## config.mk

```make
export PLATFORM = sky130hd
export DESIGN_NAME = channel_cal_config_regs
export DESIGN_NICKNAME = d
export VERILOG_FILES = /design/src/hdl/channel_config_word.v /design/src/hdl/channel_cal_config_regs.v
export VERILOG_INCLUDE_DIRS = /design/src /design/src/hdl
export SDC_FILE = /design/constraint.sdc
export NUM_CORES = 1
export LEC_CHECK = 0
export BUFFER_PORTS_ARGS = -buffer_cell sky130_fd_sc_hd__buf_2
export CAP_MARGIN = 30
export CORE_UTILIZATION = 54
export CTS_BUF_LIST = sky130_fd_sc_hd__clkbuf_8
export DETAILED_ROUTE_END_ITERATION = 8
export PLACE_DENSITY = 0.87
export SLEW_MARGIN = 15
export SYNTH_ARGS = -nofsm -noshare
export SYNTH_HDL_FRONTEND = slang
export SYNTH_SLANG_ARGS = --single-unit
```

## constraint.sdc

```tcl
create_clock -name clock -period 1.68 [get_ports clock]
set_clock_uncertainty 0.15 [all_clocks]
set_input_delay 0.168 -clock clock [delete_from_list [all_inputs] [get_ports clock]]
set_output_delay 0.168 -clock clock [all_outputs]
set_load 0.01 [all_outputs]
```

## src/hdl/channel_cal_config_defs.vh

```
// register offsets, field positions, reset values for channel config/calibration bank
`ifndef CHANNEL_CAL_CONFIG_DEFS_VH
`define CHANNEL_CAL_CONFIG_DEFS_VH

// word addresses
`define ADDR_CHAN_ZERO_GAIN_CAL_LOW  6'h0d
`define ADDR_CHANNEL_ONE_CONFIG      6'h0e
`define ADDR_CHAN_ONE_OFFSET_HIGH    6'h0f
`define ADDR_CHAN_ONE_OFFSET_LOW     6'h10
`define ADDR_CHAN_ONE_GAIN_HIGH      6'h11
`define ADDR_CHAN_ONE_GAIN_LOW       6'h12
`define ADDR_CHANNEL_TWO_CONFIG      6'h13
`define ADDR_DC_BLOCK_SETTING        6'h14

// reset values
`define RESET_CONFIG      16'h0000
`define RESET_PHASE       10'h000
`define RESET_OFFSET_HIGH 16'h0000
`define RESET_GAIN_HIGH   16'h8000
`define RESET_LOW_BYTE    8'h00
`define RESET_DC_BLOCK    4'h0

// configuration word fields
`define CFG_PHASE_HI   15
`define CFG_PHASE_LO   6
`define CFG_BYPASS_BIT 2
`define CFG_SELECT_HI  1
`define CFG_SELECT_LO  0

// input selection codes
`define SELECT_PINS     2'h0
`define SELECT_SHORTED  2'h1
`define SELECT_TEST_POS 2'h2
`define SELECT_TEST_NEG 2'h3

// dc block code for filter off
`define DC_BLOCK_OFF 4'h0

`endif

```

## src/hdl/channel_config_word.v

```verilog
// one channel configuration word: phase delay, dc block bypass, input select
`default_nettype none
`include "channel_cal_config_defs.vh"

module channel_config_word (
    // clock and reset
    input  wire        clock,
    input  wire        rst_n,
    // write port
    input  wire        write_enable,
    input  wire [15:0] write_data,
    // fields
    output reg  [9:0]  phase_delay,
    output reg         dc_block_bypass,
    output reg  [1:0]  input_select,
    output wire [15:0] read_word
);

    always @(posedge clock) begin
        if (!rst_n) begin
            phase_delay     <= `RESET_PHASE;
            dc_block_bypass <= 1'b0;
            input_select    <= `SELECT_PINS;
        end else if (write_enable) begin
            phase_delay     <= write_data[`CFG_PHASE_HI:`CFG_PHASE_LO];
            dc_block_bypass <= write_data[`CFG_BYPASS_BIT];
            input_select    <= write_data[`CFG_SELECT_HI:`CFG_SELECT_LO];
        end
    end

    // reserved bits 5:3 held at zero
    assign read_word = {phase_delay, 3'h0, dc_block_bypass, input_select};

endmodule // channel_config_word

`default_nettype wire

```

## src/hdl/channel_cal_config_regs.v

```verilog
// register bank for channel one and two configuration words and calibration words
//
// The address-and-strobe port was decided locally.
`default_nettype none
`include "channel_cal_config_defs.vh"

module channel_cal_config_regs (
    // clock and reset
    input  wire        clock,
    input  wire        rst_n,
    // register port
    input  wire [5:0]  address,
    input  wire [15:0] write_data,
    input  wire        write_strobe,
    input  wire        read_strobe,
    output reg  [15:0] read_data,
    // channel one settings
    output wire [9:0]  chan_one_phase_delay,
    output wire        chan_one_dc_block_bypass,
    output wire [1:0]  chan_one_input_select,
    output wire        chan_one_dc_block_active,
    output wire [23:0] chan_one_offset,
    output wire [23:0] chan_one_gain,
    // channel two settings
    output wire [9:0]  chan_two_phase_delay,
    output wire        chan_two_dc_block_bypass,
    output wire [1:0]  chan_two_input_select,
    output wire        chan_two_dc_block_active,
    // shared settings
    output wire [3:0]  global_dc_block_coefficient,
    output wire [7:0]  chan_zero_gain_low_bits
);

    // ==========================================================
    // storage
    reg  [15:0] chan_one_offset_high_bits;
    reg  [7:0]  chan_one_offset_low_bits;
    reg  [15:0] chan_one_gain_high_bits;
    reg  [7:0]  chan_one_gain_low_bits;
    reg  [7:0]  chan_zero_gain_low;
    reg  [3:0]  dc_block_setting;
    wire [15:0] chan_one_word;
    wire [15:0] chan_two_word;
    reg  [15:0] next_read_data;

    wire write_one = write_strobe && (address == `ADDR_CHANNEL_ONE_CONFIG);
    wire write_two = write_strobe && (address == `ADDR_CHANNEL_TWO_CONFIG);

    // ==========================================================
    // configuration words, one per channel
    wire [1:0]  cfg_write;
    wire [19:0] cfg_phase;
    wire [1:0]  cfg_bypass;
    wire [3:0]  cfg_select;
    wire [31:0] cfg_word;

    assign cfg_write = {write_two, write_one};

    genvar g;
    generate
        for (g = 0; g < 2; g = g + 1) begin : cfg_channel
            channel_config_word channel_config_word_inst (
                .clock           (clock),
                .rst_n           (rst_n),
                .write_enable    (cfg_write[g]),
                .write_data      (write_data),
                .phase_delay     (cfg_phase[g*10 +: 10]),
                .dc_block_bypass (cfg_bypass[g]),
                .input_select    (cfg_select[g*2 +: 2]),
                .read_word       (cfg_word[g*16 +: 16])
            );
        end
    endgenerate

    assign chan_one_phase_delay     = cfg_phase[9:0];
    assign chan_one_dc_block_bypass = cfg_bypass[0];
    assign chan_one_input_select    = cfg_select[1:0];
    assign chan_one_word            = cfg_word[15:0];
    assign chan_two_phase_delay     = cfg_phase[19:10];
    assign chan_two_dc_block_bypass = cfg_bypass[1];
    assign chan_two_input_select    = cfg_select[3:2];
    assign chan_two_word            = cfg_word[31:16];

    // ==========================================================
    // calibration words and dc block setting
    always @(posedge clock) begin
        if (!rst_n) begin
            chan_one_offset_high_bits <= `RESET_OFFSET_HIGH;
            chan_one_offset_low_bits  <= `RESET_LOW_BYTE;
            chan_one_gain_high_bits   <= `RESET_GAIN_HIGH;
            chan_one_gain_low_bits    <= `RESET_LOW_BYTE;
            chan_zero_gain_low        <= `RESET_LOW_BYTE;
            dc_block_setting          <= `RESET_DC_BLOCK;
        end else if (write_strobe) begin
            case (address)
                `ADDR_CHAN_ONE_OFFSET_HIGH: begin
                    chan_one_offset_high_bits <= write_data;
                end
                `ADDR_CHAN_ONE_OFFSET_LOW: begin
                    chan_one_offset_low_bits <= write_data[15:8];
                end
                `ADDR_CHAN_ONE_GAIN_HIGH: begin
                    chan_one_gain_high_bits <= write_data;
                end
                `ADDR_CHAN_ONE_GAIN_LOW: begin
                    chan_one_gain_low_bits <= write_data[15:8];
                end
                `ADDR_CHAN_ZERO_GAIN_CAL_LOW: begin
                    chan_zero_gain_low <= write_data[15:8];
                end
                `ADDR_DC_BLOCK_SETTING: begin
                    dc_block_setting <= write_data[3:0];
                end
                default: begin
                end
            endcase
        end
    end

    // ==========================================================
    // settings to the datapath
    assign chan_one_offset             = {chan_one_offset_high_bits, chan_one_offset_low_bits};
    assign chan_one_gain               = {chan_one_gain_high_bits, chan_one_gain_low_bits};
    assign global_dc_block_coefficient = dc_block_setting;
    assign chan_zero_gain_low_bits     = chan_zero_gain_low;

    // filter runs only with a nonzero shared code and no per-channel bypass
    assign chan_one_dc_block_active = (dc_block_setting != `DC_BLOCK_OFF) && !chan_one_dc_block_bypass;
    assign chan_two_dc_block_active = (dc_block_setting != `DC_BLOCK_OFF) && !chan_two_dc_block_bypass;

    // ==========================================================
    // read path, data one cycle after the strobe
    always @* begin
        case (address)
            `ADDR_CHAN_ZERO_GAIN_CAL_LOW: begin
                next_read_data = {chan_zero_gain_low, 8'h00};
            end
            `ADDR_CHANNEL_ONE_CONFIG: begin
                next_read_data = chan_one_word;
            end
            `ADDR_CHAN_ONE_OFFSET_HIGH: begin
                next_read_data = chan_one_offset_high_bits;
            end
            `ADDR_CHAN_ONE_OFFSET_LOW: begin
                next_read_data = {chan_one_offset_low_bits, 8'h00};
            end
            `ADDR_CHAN_ONE_GAIN_HIGH: begin
                next_read_data = chan_one_gain_high_bits;
            end
            `ADDR_CHAN_ONE_GAIN_LOW: begin
                next_read_data = {chan_one_gain_low_bits, 8'h00};
            end
            `ADDR_CHANNEL_TWO_CONFIG: begin
                next_read_data = chan_two_word;
            end
            `ADDR_DC_BLOCK_SETTING: begin
                next_read_data = {12'h000, dc_block_setting};
            end
            default: begin
                next_read_data = 16'h0000;
            end
        endcase
    end

    always @(posedge clock) begin
        if (!rst_n) begin
            read_data <= 16'h0000;
        end else if (read_strobe) begin
            read_data <= next_read_data;
        end else begin
            read_data <= 16'h0000;
        end
    end

endmodule // channel_cal_config_regs

`default_nettype wire

```

==> qor.yml <==
required_ns: 1.36
layout-drive-gt1-share: 0.3438
dr.pass1.iters: 5
cts_sinks: 102
synth_area_leaders: "dfxtp_1, mux2i_1, nand2_1, nor2b_1, mux2_2"
ys.flop_type: "dfxtp_1"
slew_headroom: 0.7562
crit_arrival_ns: 1.25
synth_most_common_cell: "dfxtp_1"
cp_slowest_stage_delay_ns: 0.36
yosys-top-cells-count: "dfxtp_1, nand2_1, nor2b_1, mux2i_1, a21boi_0"
vias_per_cell: 5.758
reg2reg_to: "read_data[9]"
critPathTopFamily: "simple AND/OR/NAND/NOR gates"
pin_count: 130
grt_use_total: 0.2820
synth_top_area_cell: "dfxtp_1"
vias: 4071
hold_depth: 4
ir_worst_vdd_uv: 442.2
worst_slew_pin_slew_ns: 0.3656
cts_made_buffers: 9
ys_seq_elements: 102
hp-class: "in2reg"
io_buffers: 129
grt_pass1_wl_um: 19190
crit_fanout: 4
wl_per_cell_um: 17.39
grt_max_degree: 103
ys_async_sr_fraction: 0
crit_chain: "nor4_2 > nor2_1 > buf_2"
overflow: 0
total_power_uw: 4362
post_synth_num_cell_types: 35
rsz0062_at_grt: "false"
hold_end: "global_dc_block_coefficient[3]"
syn_area_per_cell_um2: 9.783
leakage_uw: 0.002400
cts_setup_buffers: 0
area_delta_synth_final_pct: 25.97
cts_tree: "yes"
crit_type: "reg2out"
max_freq_ghz: 0.6364
drv_cap: 0
cts.clk_slew.worst_paths_ns: 0.10
hold_path_startpoint: "write_strobe"
insertion_delay_ns: 0.37
endpoint_kind: "output pin"
synth_top_cell_area_share: 0.4547
fp.coreArea_um2: 7888
hold_viol: 0
drtIter0Drc: 297
initial_core_util: 0.5693
worstRegToRegCells: 3
finalCritPeriodShare: 0.9353
grt_pass1_vias: 3801
ys_warn_count: 0
die_area_um2: 8684
start_kind: "register"
h-tree-depth: 3
period_minus_slack_ns: 1.571
drt_wl_total_um: 12290
status: "completed"
drcViolationCount: 0
antenna_left: 0
postSynthCellCount: 459
clock_path_buffers: 2
final_util: 0.7172
die_y_um: 93.19
yosysSeqAreaShare: 0.4547
synth-edff-count: 0
diodes: 0
slew_violations: 0
synth_nets: 485
cp_slowest_cell: "dfxtp_1"
worst-path-buf-inv: 1
ff2ff_setup_slack_ns: 0.33
gp_congestion: 0.8273
antenna_found_initial: 0
dp_hpwl_um: 8401
power_density_nw_per_um2: 771.1
finalSetupViolCount: 0
synth.cell_area_um2: 4491
dieWidth_um: 93.19
rows: 32
cts_root_buf: "clkbuf_8"
final_net_count: 626
## through the flow
step / std cells / worst slack [ns] / TNS (ns) / hold WS (ns) / cell area [µm²]
after floorplan: 459 / 0.1110 / 0 / 0.1420 / 4491
after global placement: 675 / 0.01851 / 0 / 0.2705 / 5283
after detailed placement: 675 / -0.05554 / -0.6986 / 0.2834 / 5283
after CTS: 707 / 0.03118 / 0 / 0.1240 / 5650
after global routing: 707 / 0.02906 / 0 / 0.1429 / 5657
final: 707 / 0.1088 / 0 / 0.1307 / 5657
## cells by family (layout without fill, tap and decap cells)
| logic type | after synthesis | count (layout) | synth area share |
|---|---|---|---|
| flip-flops | 102 | 102 | 0.4547 |
| buffers and inverters | 38 | 184 | 0.04820 |
| multiplexers | 63 | 63 | 0.1677 |
| AND/OR/NAND/NOR | 178 | 178 | 0.2001 |
| AO/OA/AOI/OAI | 78 | 78 | 0.1293 |
## where the power goes
part           switching (µW)  internal, µW  total (µW)
Combinational             167           139         307
Sequential               7.32          2420        2430
Clock                     880           744        1620
## area by class of cell
class / count / area (µm²)
Multi-Input combinational cell: 319 / 2238
Fill cell: 558 / 2231
Sequential cell: 102 / 2042
Timing Repair Buffer: 168 / 1041
Clock buffer: 10 / 137.6
Tap cell: 102 / 127.6
Clock inverter: 6 / 70.07
## worst reg2reg max path: stages, from the launching register on
cell     delay [ns]
dfxtp_1        0.34
mux4_2         0.50
a22oi_1        0.20
nor2_1         0.06
## registers in the layout (all words and copies together) (netlist names)
name	count
chan_one_gain_low_bits	8
cfg_channel.channel_config_word_inst.phase_delay	20
read_data	16
cfg_channel.channel_config_word_inst.input_select	4
chan_one_offset_low_bits	8
cfg_channel.channel_config_word_inst.dc_block_bypass	2
chan_one_offset_high_bits	16
global_dc_block_coefficient	4
chan_one_gain_high_bits	16
chan_zero_gain_low_bits	8
## worst max path at each step
stage                                   start                    endpoint  slack [ns]  depth (start not counted)
2_1_floorplan                      address[1]               read_data[14]        0.11                          5
3_3_place_gp                       address[5]  chan_one_gain_high_bits[7]        0.02                          6
3_5_place_dp                       address[5]                    register       -0.06                          6
4_1_cts        global_dc_block_coefficient[3]    chan_one_dc_block_active        0.03                          3
5_1_grt        global_dc_block_coefficient[3]    chan_one_dc_block_active        0.03                          3
6_report       global_dc_block_coefficient[3]    chan_one_dc_block_active        0.11                          3
## timing repair
| action | 4_1_cts | 5_1_grt |
|---|---|---|
| endpoints found under the hold margin | 49 | 0 |
| hold buffers | 16 | 0 |
| resized for setup | 0 | 1 |
| endpoints found under the setup margin | 0 | 2 |
## layout by cell type (no fill, tap or decap), types with 10 or more instances in the layout
cell type / synthesis / final
nor2_1: 16 / 16
nand2_1: 84 / 84
buf_2: 8 / 129
dfxtp_1: 102 / 102
nor2b_1: 38 / 38
nand3_1: 21 / 21
clkbuf_8: 0 / 10
dlygate4sd3_1: 0 / 16
o21ai_0: 17 / 17
a21boi_0: 22 / 22
mux2i_1: 37 / 37
mux2_2: 18 / 18
buf_4: 5 / 18
## routing by layer
metal  GRT usage  share of wire  vias up
li1            -              -     1880
met1      0.3564           0.41     1962
met2      0.4804           0.50      191
met3     0.04472          0.067       38
met4      0.1128          0.025        0
met5           0              0        -
No activity file was read; power rests on OpenSTA's default activity.
